### src/nfh_pkg.sv
// Notes on behaviour
// [RULE_01] device holds 131072 pages of 528 individually addressed byte columns
// [RULE_02] columns 512 to 527 of each page are the sixteen-byte spare area
// [RULE_03] whole pages pass through a 528-byte buffer inside the device
// [RULE_04] each erase block groups 32 consecutive pages
// [RULE_05] 4096 erasable 16K blocks; pages read and program, blocks erase
// [RULE_06] host pulses write strobe low with select low; byte taken on rise
// [RULE_07] command latch high: write-strobe rise loads the command register
// [RULE_08] address latch high: write-strobe rise loads the address registers
// [RULE_09] 26-bit address in four cycles: column, low row, upper rows
// [RULE_10] read and program take four address cycles; erase takes three rows
// [RULE_11] one cycle per command; erase is setup, row address, then execute
// [RULE_12] 00h or 01h main read, 50h spare read, 90h identifier read
// [RULE_13] program is 80h then 10h; erase is 60h then D0h
// [RULE_14] while busy only reset FFh and status 70h are accepted
// [RULE_15] 00h starts in the first buffer half, 01h in the second
// [RULE_16] after a second-half access the pointer returns to the first half
// [RULE_17] select high ends a read; ignored during program or erase busy
// [RULE_18] each read-strobe fall drives a byte and advances the column
// [RULE_19] device floats its bus when deselected or outputs disabled
// [RULE_20] write guard low blocks programming and erasing
// [RULE_21] ready/busy low during program, erase, array read; driven always
// [RULE_22] column cycle A0-A7, rows A9-A25, A8 chosen by 00h or 01h
// [RULE_23] host waits for ready before any command but reset or status
package nfh_pkg;
  localparam logic [7:0] CMD_READ0 = 8'h00;
  localparam logic [7:0] CMD_READ1 = 8'h01;
  localparam logic [7:0] CMD_READSP = 8'h50;
  localparam logic [7:0] CMD_READID = 8'h90;
  localparam logic [7:0] CMD_RESET = 8'hFF;
  localparam logic [7:0] CMD_PROG = 8'h80;
  localparam logic [7:0] CMD_PROGGO = 8'h10;
  localparam logic [7:0] CMD_ERASE = 8'h60;
  localparam logic [7:0] CMD_ERASEGO = 8'hD0;
  localparam logic [7:0] CMD_STATUS = 8'h70;
  localparam int PAGE_BYTES = 528;
  localparam int SPARE_START = 512;
  localparam int PAGES_PER_BLOCK = 32;
  localparam int CLK_NS = 40;
  // strobe phase lengths, 50 ns cycle and 25 ns pulse minimum
  localparam int TWP_NS = 25;
  localparam int TWH_NS = 15;
  localparam int TWHR_NS = 60;
  localparam int TWB_NS = 100;
  localparam int TWP_CYC = (TWP_NS + CLK_NS - 1) / CLK_NS;
  localparam int TWH_CYC = (TWH_NS + CLK_NS - 1) / CLK_NS;
  localparam int TWHR_CYC = (TWHR_NS + CLK_NS - 1) / CLK_NS;
  localparam int TWB_CYC = (TWB_NS + CLK_NS - 1) / CLK_NS;
  localparam logic [3:0] PHASE_LOW = 4'(TWP_CYC);
  localparam logic [3:0] PHASE_HIGH = 4'(TWH_CYC);
  localparam logic [3:0] PHASE_TURN = 4'(TWHR_CYC);
  localparam logic [3:0] PHASE_BUSY = 4'(TWB_CYC);

  typedef enum logic [2:0] {
    OP_READ = 3'h0,
    OP_READ_SPARE = 3'h1,
    OP_READ_ID = 3'h2,
    OP_PROGRAM = 3'h3,
    OP_ERASE = 3'h4,
    OP_STATUS = 3'h5,
    OP_RESET = 3'h6
  } nfh_op_e;

  typedef struct packed {
    nfh_op_e op;
    logic [25:0] addr;
    logic [9:0] count;
  } nfh_req_s;

  typedef struct packed {
    logic chipSelectN;
    logic cmdLatch;
    logic addrLatch;
    logic writeStrobeN;
    logic read_strobe_n;
    logic writeGuardN;
  } nfh_pins_s;
endpackage : nfh_pkg

### src/nfh_byte_seq.sv
`timescale 1ns/100ps
// one strobe cycle: write or read, with timed low and high phases
module nfh_byte_seq
  import nfh_pkg::*;
(
  input wire logic clock,
  input wire logic resetn,
  input wire logic start,
  input wire logic isRead,
  output logic strobeN,
  output logic done
);
  import nfh_pkg::*;
  logic [3:0] cnt, next_cnt;
  logic [1:0] phase, next_phase;
  logic next_strobeN, next_done;

  always_comb begin
    next_cnt = cnt;
    next_phase = phase;
    next_strobeN = strobeN;
    next_done = 1'b0;
    unique case (phase)
      2'd0: begin
        if (start) begin
          next_strobeN = 1'b0;
          next_cnt = PHASE_LOW;
          next_phase = 2'd1;
        end
      end
      2'd1: begin
        if (cnt <= 4'h1) begin
          next_strobeN = 1'b1; // see [RULE_06] byte taken on this rise
          next_cnt = PHASE_HIGH;
          next_phase = 2'd2;
        end else begin
          next_cnt = cnt - 4'h1;
        end
      end
      default: begin
        if (cnt <= 4'h1) begin
          next_done = 1'b1;
          next_phase = 2'd0;
        end else begin
          next_cnt = cnt - 4'h1;
        end
      end
    endcase
  end

  always_ff @(posedge clock or negedge resetn) begin
    if (!resetn) begin
      cnt <= 4'h0;
      phase <= 2'd0;
      strobeN <= 1'b1;
      done <= 1'b0;
    end else begin
      cnt <= next_cnt;
      phase <= next_phase;
      strobeN <= next_strobeN;
      done <= next_done;
    end
  end
  logic unusedRead;
  assign unusedRead = isRead;
endmodule : nfh_byte_seq

### src/nfh_host.sv
`timescale 1ns/100ps
module nfh_host
  import nfh_pkg::*;
(
  input wire logic clock,
  input wire logic resetn,
  input wire logic reqValid,
  input wire nfh_pkg::nfh_req_s req,
  output logic reqReady,
  input wire logic wrValid,
  input wire logic [7:0] wrData,
  output logic wrReady,
  output logic rdValid,
  output logic [7:0] rdData,
  output logic opDone,
  input wire logic protectN,
  output nfh_pkg::nfh_pins_s pins,
  input wire logic [7:0] ioIn,
  output logic [7:0] ioOut,
  output logic ioOeN,
  input wire logic readyBusyIn
);
  import nfh_pkg::*;

  typedef enum logic [8:0] {
    ST_IDLE = 9'h001,
    ST_CMD = 9'h002,
    ST_ADDR = 9'h004,
    ST_TURN = 9'h008,
    ST_DATA_W = 9'h010,
    ST_CMD2 = 9'h020,
    ST_WAITB = 9'h040,
    ST_WAITR = 9'h080,
    ST_DATA_R = 9'h100
  } nfh_state_e;

  nfh_state_e state, next_state;
  nfh_req_s cur, next_cur;
  nfh_pins_s next_pins;
  logic [7:0] next_ioOut;
  logic next_ioOeN;
  logic [2:0] addrIdx, next_addrIdx;
  logic [9:0] left, next_left;
  logic [3:0] wait_, next_wait;
  logic busy, next_busy;
  logic next_reqReady, next_wrReady, next_rdValid, next_opDone;
  logic [7:0] next_rdData;
  logic seqStart, seqDone, seqRead, strobeN;
  logic [7:0] firstCmd;
  logic [2:0] addrFirst;

  nfh_byte_seq u_seq (
    .clock(clock),
    .resetn(resetn),
    .start(seqStart),
    .isRead(seqRead),
    .strobeN(strobeN),
    .done(seqDone)
  );

  // ***************************************************************
  // command selection
  // ***************************************************************
  always_comb begin
    unique case (cur.op)
      OP_READ: firstCmd = cur.addr[8] ? CMD_READ1 : CMD_READ0; // see [RULE_15] [RULE_22]
      OP_READ_SPARE: firstCmd = CMD_READSP; // see [RULE_12]
      OP_READ_ID: firstCmd = CMD_READID;
      OP_PROGRAM: firstCmd = CMD_PROG; // see [RULE_13]
      OP_ERASE: firstCmd = CMD_ERASE;
      OP_STATUS: firstCmd = CMD_STATUS;
      OP_RESET: firstCmd = CMD_RESET;
      default: firstCmd = CMD_RESET;
    endcase
    // erase skips the column cycle; id takes one address byte
    addrFirst = (cur.op == OP_ERASE) ? 3'd1 : 3'd0; // see [RULE_10] [RULE_11]
  end

  // ***************************************************************
  // sequencer
  // ***************************************************************
  always_comb begin
    next_state = state;
    next_cur = cur;
    next_pins = pins;
    next_ioOut = ioOut;
    next_ioOeN = ioOeN;
    next_addrIdx = addrIdx;
    next_left = left;
    next_wait = wait_;
    next_busy = busy;
    next_reqReady = 1'b0;
    next_wrReady = 1'b0;
    next_rdValid = 1'b0;
    next_rdData = rdData;
    next_opDone = 1'b0;
    seqStart = 1'b0;
    seqRead = 1'b0;
    next_pins.writeGuardN = protectN; // see [RULE_20]
    next_pins.writeStrobeN = strobeN;
    next_pins.read_strobe_n = 1'b1;
    unique case (state)
      ST_IDLE: begin
        next_pins.chipSelectN = 1'b1;
        next_pins.cmdLatch = 1'b0;
        next_pins.addrLatch = 1'b0;
        next_ioOeN = 1'b1;
        next_reqReady = !reqValid;
        // only reset and status may go while the device is busy
        if (reqValid && (readyBusyIn || req.op == OP_RESET || req.op == OP_STATUS)) begin // see [RULE_23] [RULE_14]
          next_cur = req;
          next_state = ST_CMD;
          next_pins.chipSelectN = 1'b0;
          next_pins.cmdLatch = 1'b1; // see [RULE_07]
          next_ioOeN = 1'b0;
          seqStart = 1'b1;
        end
      end
      ST_CMD: begin
        next_ioOut = firstCmd;
        if (seqDone) begin
          next_pins.cmdLatch = 1'b0;
          next_addrIdx = addrFirst;
          next_left = cur.count;
          if (cur.op == OP_STATUS || cur.op == OP_RESET) begin
            next_wait = PHASE_TURN;
            next_state = (cur.op == OP_STATUS) ? ST_TURN : ST_WAITB;
          end else begin
            next_pins.addrLatch = 1'b1; // see [RULE_08]
            next_state = ST_ADDR;
            seqStart = 1'b1;
          end
        end
      end
      ST_ADDR: begin
        // column A0-A7, then A9-A16, A17-A24, A25
        unique case (addrIdx)
          3'd0: next_ioOut = cur.addr[7:0]; // see [RULE_09] [RULE_22]
          3'd1: next_ioOut = cur.addr[16:9];
          3'd2: next_ioOut = cur.addr[24:17];
          default: next_ioOut = {7'h00, cur.addr[25]};
        endcase
        if (seqDone) begin
          if (addrIdx == 3'd3 || cur.op == OP_READ_ID) begin
            next_pins.addrLatch = 1'b0;
            next_wait = (cur.op == OP_READ_ID) ? PHASE_TURN : PHASE_BUSY;
            unique case (cur.op)
              OP_PROGRAM: begin
                next_state = ST_DATA_W;
                next_wrReady = 1'b1;
              end
              OP_ERASE: begin
                next_state = ST_CMD2;
                next_pins.cmdLatch = 1'b1;
                seqStart = 1'b1;
              end
              OP_READ_ID: next_state = ST_TURN;
              default: next_state = ST_WAITB;
            endcase
          end else begin
            next_addrIdx = addrIdx + 3'd1;
            seqStart = 1'b1;
          end
        end
      end
      ST_DATA_W: begin
        if (wrValid && wrReady) begin
          next_ioOut = wrData;
          seqStart = 1'b1;
          next_left = left - 10'd1;
        end else if (seqDone) begin
          if (left == 10'd0) begin
            next_pins.cmdLatch = 1'b1;
            next_state = ST_CMD2;
            seqStart = 1'b1;
          end else begin
            next_wrReady = 1'b1;
          end
        end else if (!wrValid && left != 10'd0 && !next_pins.writeStrobeN == 1'b0) begin
          next_wrReady = wrReady;
        end
      end
      ST_CMD2: begin
        next_ioOut = (cur.op == OP_ERASE) ? CMD_ERASEGO : CMD_PROGGO; // see [RULE_13] [RULE_11]
        if (seqDone) begin
          next_pins.cmdLatch = 1'b0;
          next_wait = PHASE_BUSY;
          next_state = ST_WAITB;
        end
      end
      ST_WAITB: begin
        next_ioOeN = 1'b1;
        // busy goes low within tWB; chip select stays low for program/erase
        if (wait_ <= 4'h1) begin
          next_state = ST_WAITR;
        end else begin
          next_wait = wait_ - 4'h1;
        end
      end
      ST_WAITR: begin
        if (readyBusyIn) begin // see [RULE_21]
          if (cur.op == OP_READ || cur.op == OP_READ_SPARE) begin
            next_state = (left == 10'd0) ? ST_IDLE : ST_DATA_R;
            next_opDone = (left == 10'd0);
          end else begin
            next_state = ST_IDLE;
            next_opDone = 1'b1;
          end
        end
      end
      ST_TURN: begin
        next_ioOeN = 1'b1;
        if (wait_ <= 4'h1) begin
          next_state = ST_DATA_R;
          if (cur.op == OP_STATUS) begin
            next_left = 10'd1;
          end
        end else begin
          next_wait = wait_ - 4'h1;
        end
      end
      ST_DATA_R: begin
        next_ioOeN = 1'b1; // see [RULE_19] bus released to the device
        next_pins.read_strobe_n = strobeN;
        if (left == 10'd0) begin
          // raising select ends the read and returns device to standby
          next_state = ST_IDLE;
          next_pins.chipSelectN = 1'b1; // see [RULE_17]
          next_opDone = 1'b1;
        end else if (pins.read_strobe_n && strobeN && !busy) begin
          seqStart = 1'b1;
          seqRead = 1'b1;
          next_busy = 1'b1;
        end else if (seqDone) begin
          next_busy = 1'b0;
          next_left = left - 10'd1;
          next_rdValid = 1'b1;
        end else if (!pins.read_strobe_n) begin
          next_rdData = ioIn; // see [RULE_18] sampled at the end of the low phase
        end
      end
      default: next_state = ST_IDLE;
    endcase
    if (state != ST_DATA_R) begin
      next_pins.writeStrobeN = (state == ST_IDLE) ? 1'b1 : strobeN;
    end else begin
      next_pins.writeStrobeN = 1'b1;
    end
  end

  always_ff @(posedge clock or negedge resetn) begin
    if (!resetn) begin
      state <= ST_IDLE;
      cur <= '0;
      pins <= '{chipSelectN: 1'b1, cmdLatch: 1'b0, addrLatch: 1'b0,
        writeStrobeN: 1'b1, read_strobe_n: 1'b1, writeGuardN: 1'b0};
      ioOut <= 8'h00;
      ioOeN <= 1'b1;
      addrIdx <= 3'd0;
      left <= 10'd0;
      wait_ <= 4'h0;
      busy <= 1'b0;
      reqReady <= 1'b0;
      wrReady <= 1'b0;
      rdValid <= 1'b0;
      rdData <= 8'h00;
      opDone <= 1'b0;
    end else begin
      state <= next_state;
      cur <= next_cur;
      pins <= next_pins;
      ioOut <= next_ioOut;
      ioOeN <= next_ioOeN;
      addrIdx <= next_addrIdx;
      left <= next_left;
      wait_ <= next_wait;
      busy <= next_busy;
      reqReady <= next_reqReady;
      wrReady <= next_wrReady;
      rdValid <= next_rdValid;
      rdData <= next_rdData;
      opDone <= next_opDone;
    end
  end
endmodule : nfh_host

### config.mk
export PLATFORM = sky130hd
export DESIGN_NAME = nfh_host
export DESIGN_NICKNAME = d
export VERILOG_FILES = /design/src/nfh_pkg.sv /design/src/nfh_byte_seq.sv /design/src/nfh_host.sv
export SDC_FILE = /design/constraint.sdc
export NUM_CORES = 1
export LEC_CHECK = 0
export BUFFER_PORTS_ARGS = -buffer_cell sky130_fd_sc_hd__buf_2
export CAP_MARGIN = 20
export CORE_UTILIZATION = 50
export CTS_CLUSTER_SIZE = 8
export DETAILED_ROUTE_END_ITERATION = 7
export GPL_TIMING_DRIVEN = 0
export PLACE_DENSITY = 0.83
export SYNTH_ARGS = -nofsm -noshare
export SYNTH_HDL_FRONTEND = slang
export SYNTH_HIERARCHICAL = 1
export SYNTH_SLANG_ARGS = --single-unit
### constraint.sdc
create_clock -name clock -period 3.75 [get_ports clock]
set_clock_uncertainty 0.2 [all_clocks]
set_input_delay 0.5625 -clock clock [delete_from_list [all_inputs] [get_ports clock]]
set_output_delay 0.5625 -clock clock [all_outputs]
set_load 0.02 [all_outputs]
==> impl_results.md, run 1 <==
* Crit Path Max Fanout at 10
* First-pass GRT wire length at ~23000 µm
* Diodes inserted at 0
* Syn Std Cell Area at between 0.005 and 0.006 mm²
* Leakage at between 0.002 and 0.003 µW
* Fin. Hold Viols at 0
* Met3 Resource Use GR at 0.0561
* Yosys reg bits at roughly 100
* DIE HEIGHT at roughly 110 µm
* Setup Viol. Count Final at 0
* Final WL at ~14000 µm
* Setup ws final at ~250 ps
* Synth async-reset ratio at 1.00
* Boundary Pins at around 90
* Row count at 37
* Worst hold path type: input port to flop
* Post-route ant nets at 0
* Root Buffer Master: clkbuf_8
* RSZ-0062 raised after global routing: false
* Status: complete, no violations
* Area share of fa/ha/maj cells after synthesis at 0.0235
* Share of layout cells above drive strength 1 at 0.302
* Met2 Use GR at 0.437
* Post-synth net total at 588
* Critical path launch point type: flop
* Xor/xnor share of the synthesized area at 0.0115
* Die ar. at 0.0110 mm²
* Register area at around 0.0025 mm²
* Post-synthesis cell count at 517
* CP Capture Type: flop
* Top FF cell, synth: dfrtp_1
* Dpl hpwl at approximately 10000 µm
* Post-CTS Setup Repair Bufs at 0
* Via/cell ratio at 6.14
* CP Class: flop to flop
* Starting Density at 0.515
* IO Port Bufs at 87
* Worst Path Arrival at approximately 3600 ps
* Syn. warnings at 6
* Synth cell types at 70
* Number of enable flip-flop cells after synthesis at 0
* Largest family of logic cells by synthesized area: compound AO/OA/AOI/OAI gates
* Clk_lat worst skew at a little under 400 ps
* Die Wd at 105 µm
* Largest net degree at the start of global routing at just over 60
* Fmax at ~290 MHz
* Max Cap Violations at 0
* Clock buffer depth at 2
* Post-synthesis mux area share at 0.109
* Placer Congestion at around 0.9
* GRT overflow at 0
* Synth Area per Inst at 10.3 µm²
* Crit path time final at roughly 3500 ps
* TritonCTS clock tree: yes
* Worst-path clk slew at around 100 ps
* CTS buffer count at 9
* GRT Util Overall at 0.261
* Global routing usage on met1 at 0.327
* H-Tree Depth at 3
* Vias in the first global route at 4685
* Power Density at 759 mW/mm²
* VDD IR max at about 0.38 mV
* Final Cycle Share at 0.935
* Total clock sinks at between 100 and 150
* Slew @ Worst Pin at about 900 ps
* Fillcell total at 846
* Syn-to-layout area delta at 16.3%
* Via count at ~4700
* DRC Markers at 0
* Initial antenna violation count at 0
* Pre-antenna DRT Iters at 7
* Slew HR at 0.409
* WL per Instance at roughly 18 µm
* Seq/Total Area, Yosys at 0.477
* Drt first-iter violations at slightly above 400
* Placement Setup Slack at ~390 ps
* Area taken by multi-input logic gates at between 0.002 and 0.003 mm²
* WP data required at approximately 3800 ps
* Core box area at between 0.01 and 0.015 mm²
* Slew Limit Fails at 0
* Setup Total Neg Slack at 0 ps
* Simple-Gate Fraction of Synth Area at 0.169
* Total Nets Final at ~700
* Busiest grt layer: met2
* Compound-Gate Fraction of Synth Area at 0.174
-- cells in the mapped netlist (4+ instances only) --
library cell | n | area, µm²
nor4_1 | 7 | 43.8
ha_1 | 10 | 125
a31oi_1 | 4 | 25.0
a21oi_1 | 36 | 180
o31ai_1 | 5 | 37.5
dfstp_2 | 6 | 158
buf_2 | 12 | 60.1
and4b_1 | 4 | 40.0
o22a_1 | 4 | 35.0
mux2_2 | 49 | 552
clkbuf_1 | 16 | 60.1
nor3_1 | 12 | 60.1
nand2_1 | 35 | 131
inv_1 | 13 | 48.8
nand3_1 | 8 | 40.0
a222oi_1 | 8 | 80.1
or3_1 | 11 | 68.8
nor2_1 | 47 | 176
xor2_1 | 5 | 43.8
o21ai_0 | 47 | 235
dfrtp_1 | 95 | 2380
-- final timing paths --
kind	slack, ps	end	depth (start not counted)	from
max	250	u_seq/cnt[3]	11	state[6]
min	80	pins[0]	1	protectN
max reg2reg	250	u_seq/cnt[3]	11	state[6]
min reg2reg	310	rdData[1]	1	rdData[1]
max in group asynchronous	2180	cur[23]	3	resetn
min in group asynchronous	490	rdData[5]	2	resetn
-- layer usage --
layer  wire (µm)  up-vias
met5           0        -
met4         398        0
met3         872       44
met2        6800      210
met1        5830     2281
li1            -     2118
-- placed cells by master (no fill, tap or decap), types with 8 or more instances in the layout --
cell | synthesis | final
clkbuf_8 | 0 | 9
a21oi_1 | 36 | 36
a222oi_1 | 8 | 8
nor2_1 | 47 | 47
clkbuf_1 | 16 | 17
nand3_1 | 8 | 8
nor3_1 | 12 | 12
or3_1 | 11 | 11
o21ai_0 | 47 | 47
nand2_1 | 35 | 35
dfrtp_1 | 95 | 95
mux2_2 | 49 | 49
buf_2 | 12 | 98
ha_1 | 10 | 10
inv_1 | 13 | 13
-- registers in the layout (all words and copies together) (netlist names), 2 cells and up --
| signal | count |
|---|---|
| u_seq/phase | 2 |
| state | 9 |
| left | 10 |
| addrIdx | 3 |
| ioOut | 8 |
| u_seq/cnt | 4 |
| rdData | 8 |
| cur | 39 |
| wait_ | 4 |
| pins | 6 |
-- critical path: stages (launching register included) --
cell and delay, ps:
dfrtp_1 480, or4_1 530, buf_2 190, nor2_1 250, nand2_1 190, nor2_1 390, buf_2 390, nor2_1 110
o211ai_1 140, or3_1 200, o21ai_0 120, a32o_1 220
-- per-stage QoR --
stage	utilization	instances	hold slack [ps]	instance area, µm²	total power, µW
after global routing	0.599	758	76.2	6180	4970
after floorplan	-	517	66.9	5310	3250
after CTS	0.599	758	79.2	6180	4660
final	0.599	758	84.4	6180	4690
after global placement	0.573	740	281	5920	3750
after detailed placement	0.576	741	288	5950	3860
-- report_power, final --
| part | internal (µW) | switching [µW] | leakage, µW |
|---|---|---|---|
| sequential | 1520 | 298 | 0.00123 |
| combinational | 867 | 1220 | 0.00139 |
| clock | 385 | 408 | 0.000112 |
-- what timing repair did --
action	CTS	global route
resized for setup	0	0
hold buffers	1	0
hold endpoints to repair	34	0
-- cells by family (layout without fill, tap and decap cells) --
family,after synthesis,count (layout)
and+or+nand+nor,164,164
xor gates and xnor gates,7,7
buffers and inverters,43,148
muxes,51,51
DFF,101,101
adders and majority gates,10,10
AOI/OAI and AO/OA,141,141
-- area by class of cell --
class,count,share of cell area
Multi-Input combinational cell,373,0.419
Sequential cell,101,0.410
Timing Repair Buffer,89,0.0769
Tap cell,136,0.0275
Buffer,30,0.0231
Clock buffer,10,0.0206
Clock inverter,6,0.0154
Inverter,13,0.00789
Note: power is estimated with default switching activity, not from simulation.
==> run 2: changes to the inputs <==
--- a/config.mk
+++ b/config.mk
@@ -11,7 +11,8 @@
 export CTS_CLUSTER_SIZE = 8
 export DETAILED_ROUTE_END_ITERATION = 7
 export GPL_TIMING_DRIVEN = 0
-export PLACE_DENSITY = 0.83
+export PLACE_DENSITY = 0.78
+export SLEW_MARGIN = 20
 export SYNTH_ARGS = -nofsm -noshare
 export SYNTH_HDL_FRONTEND = slang
 export SYNTH_HIERARCHICAL = 1
==> run 2 against run 1 <==
- combinational power decreased by 2%
- maximum frequency increased by 2.8%
- critical path type unchanged
- non-clock buffer count unchanged
- sequential share of layout area increased by 0.23 points
- cell area decreased by 0.55%
- core utilization decreased by 0.33 points
- setup slack improved by 97 ps
- highest routed layer unchanged
- largest power group unchanged
- sequential power about the same
==> impl_results.md, run 2 (same netlist as run 1, synthesis figures left out) <==
* Status: complete, no violations
* DRT met1 WL at 5720 µm (-1.9%)
* Worst setup path end: u_seq/cnt[2]
* Cell-internal power at 2630 µW (-5.0%)
* Most flop-heavy register: cur
* Crit Path Max Fanout at 10 (unchanged)
* WHS at 85.9 ps (+1.58 ps)
* CP cell instances: or4_1, buf_2, nor2_1, nand2_1, nor2_1, buf_2, nor2_1, o211ai_1, or3_1, o21ai_0, a21o_2
* Most used cell along the critical path: nor2_1
* Combinational group share of total power at 0.455 (+0.010)
* Boundary Pins at 88 (unchanged)
* H-Tree Depth at 3 (unchanged)
* Worst hold path type: input port to flop
* Placed insts at 741 (unchanged)
* Commonest non-fill, non-tap cell in the layout: buf_2
* Slew Limit Fails at 0 (unchanged)
* Drt first-iter violations at 371 (-7.9%)
* Clock buffer depth at 2 (unchanged)
* Vias in the first global route at 4488 (-4.2%)
* CP Class: flop to flop
* Worst R2R End: u_seq/cnt[2]
* WL per Instance at 17.6 µm (-3.9%)
* Worst Path Buf+Inv at 2 (unchanged)
* DIE HEIGHT at 105 µm (unchanged)
* Via count at 4547 (-2.3%)
* First-pass GRT wire length at 22200 µm (-1.5%)
* Fin. Hold Viols at 0 (unchanged)
* Max Cap Violations at 0 (unchanged)
* Share of layout cells above drive strength 1 at 0.304 (+0.00161)
* Worst-case reg-to-reg path depth at 11 (unchanged)
* Hold_buf cts at 1 (unchanged)
* Placement Setup Slack at 405 ps (+19.2 ps)
* Layout Cells excl Fill at 758 (unchanged)
* Most frequent cells in the layout: buf_2, dfrtp_1, mux2_2
* TritonCTS clock tree: yes
* DR WL met3 at 944 µm (+8.3%)
* Die Wd at 105 µm (unchanged)
* WP data required at 3820 ps (-20 ps)
* Diodes inserted at 0 (unchanged)
* Placer Congestion at 0.895 (-0.20%)
* Met2 Wirelength at 6380 µm (-6.2%)
* Total clock sinks at 101 (unchanged)
* Pre-antenna DRT Iters at 5 (-2)
* DRC Markers at 0 (unchanged)
* Post-CTS Setup Repair Bufs at 0 (unchanged)
* Core box area at 0.0103 mm² (unchanged)
* Setup Viol. Count Final at 0 (unchanged)
* CP Capture Type: flop
* Max layer used: met4
* Sequential share of power at 0.401 (+0.014)
* Critical path launch point type: flop
* Largest net degree at the start of global routing at 60 (-3.2%)
* VDD IR max at 0.335 mV (-13%)
* Total power at 4510 µW (-4.0%)
* Top cell family by delay on the critical path: simple AND/OR/NAND/NOR gates
* GRT Util Overall at 0.256 (-0.00587)
* Syn-to-layout area delta at 15.7%
* Setup ws final at 342 ps (+96.8 ps)
* Largest registers: cur x39, left x10, state x9
* Worst Path Arrival at 3480 ps (-110 ps)
* Power Density at 733 mW/mm² (-3.5%)
* Total Nets Final at 688 (unchanged)
* RSZ-0062 raised after global routing: false
* Crit path time final at 3410 ps (-96.8 ps)
* IO Port Bufs at 87 (unchanged)
* Setup slack, reg-to-reg at 340 ps (+100 ps)
* Setup Total Neg Slack at 0 ps (unchanged)
* Clk_lat worst skew at 380 ps (about the same)
* Dpl hpwl at 10000 µm (-0.46%)
* Die ar. at 0.0110 mm² (unchanged)
* Flip-flop count of the largest register after layout at 39 (unchanged)
* Fmax at 293 MHz (+2.8%)
* Setup crit start: state[8]
* Levels on crit path at 11 (unchanged)
* GRT overflow at 0 (unchanged)
* Root Buffer Master: clkbuf_8
* Worst path slowest cell: or4_1
* Post-route ant nets at 0 (unchanged)
* Slew @ Worst Pin at 852 ps (-27.3 ps)
* Slew HR at 0.428 (+0.0183)
* CTS buffer count at 9 (unchanged)
* Clock power share at 0.143 (-0.026)
* Net Switching at 1880 µW (-2.6%)
* Starting Density at 0.515 (unchanged)
* R2r startpoint: state[8]
* CP peak stage delay at 530 ps (about the same)
* Gates resized, CTS repair at 0 (unchanged)
* Initial antenna violation count at 0 (unchanged)
* Leakage at 0.00271 µW (-0.95%)
* Final Cycle Share at 0.909 (-0.0258)
* Via/cell ratio at 6.00 (-2.3%)
* Row count at 37 (unchanged)
* Worst-path clk slew at 90 ps (about the same)
* Final WL at 13400 µm (-3.9%)
* Switching Fraction at 0.416 (+0.00588)
## run 2: final cells by class
type / count / area [µm²]
clock inverters: 7 / 61.3
multi-input cells: 373 / 2590
inverters: 13 / 48.8
flip-flops and latches: 101 / 2530
well taps: 136 / 170
repair buffers: 89 / 479
clock buffers: 9 / 124
fillers: 879 / 4180
plain buffers: 30 / 143
## run 2: routing by layer
| layer | track usage | up-vias |
|---|---|---|
| li1 | - | 2120 |
| met1 | 0.331 | 2224 |
| met2 | 0.416 | 180 |
| met3 | 0.0580 | 23 |
| met4 | 0.102 | 0 |
| met5 | 0 | - |
## run 2: metrics by stage
stage / cell area, µm² / utilization
final: 6150 / 0.596
after global routing: 6150 / 0.596
after CTS: 6150 / 0.596
after detailed placement: 5950 / 0.577
after global placement: 5920 / 0.573
after floorplan: 5310 / -
## run 2: worst min path at each step
stage              start    endpoint  slack, ps  cells after the start
2_1_floorplan     resetn  addrIdx[0]         70                      0
3_3_place_gp   rdData[3]   rdData[3]        280                      1
3_5_place_dp   rdData[2]   rdData[2]        290                      1
4_1_cts         protectN     pins[0]         70                      1
5_1_grt         protectN     pins[0]         70                      1
6_report        protectN     pins[0]         90                      1
## run 2: power groups by stage
stage               Clock (µW)  Sequential, µW  Combinational [µW]
finish                     645            1810                2050
global route               698            1860                2250
CTS                        663            1800                2040
detailed placement           0            1820                2030
global placement             0            1800                1960
floorplan                    0            1830                1420
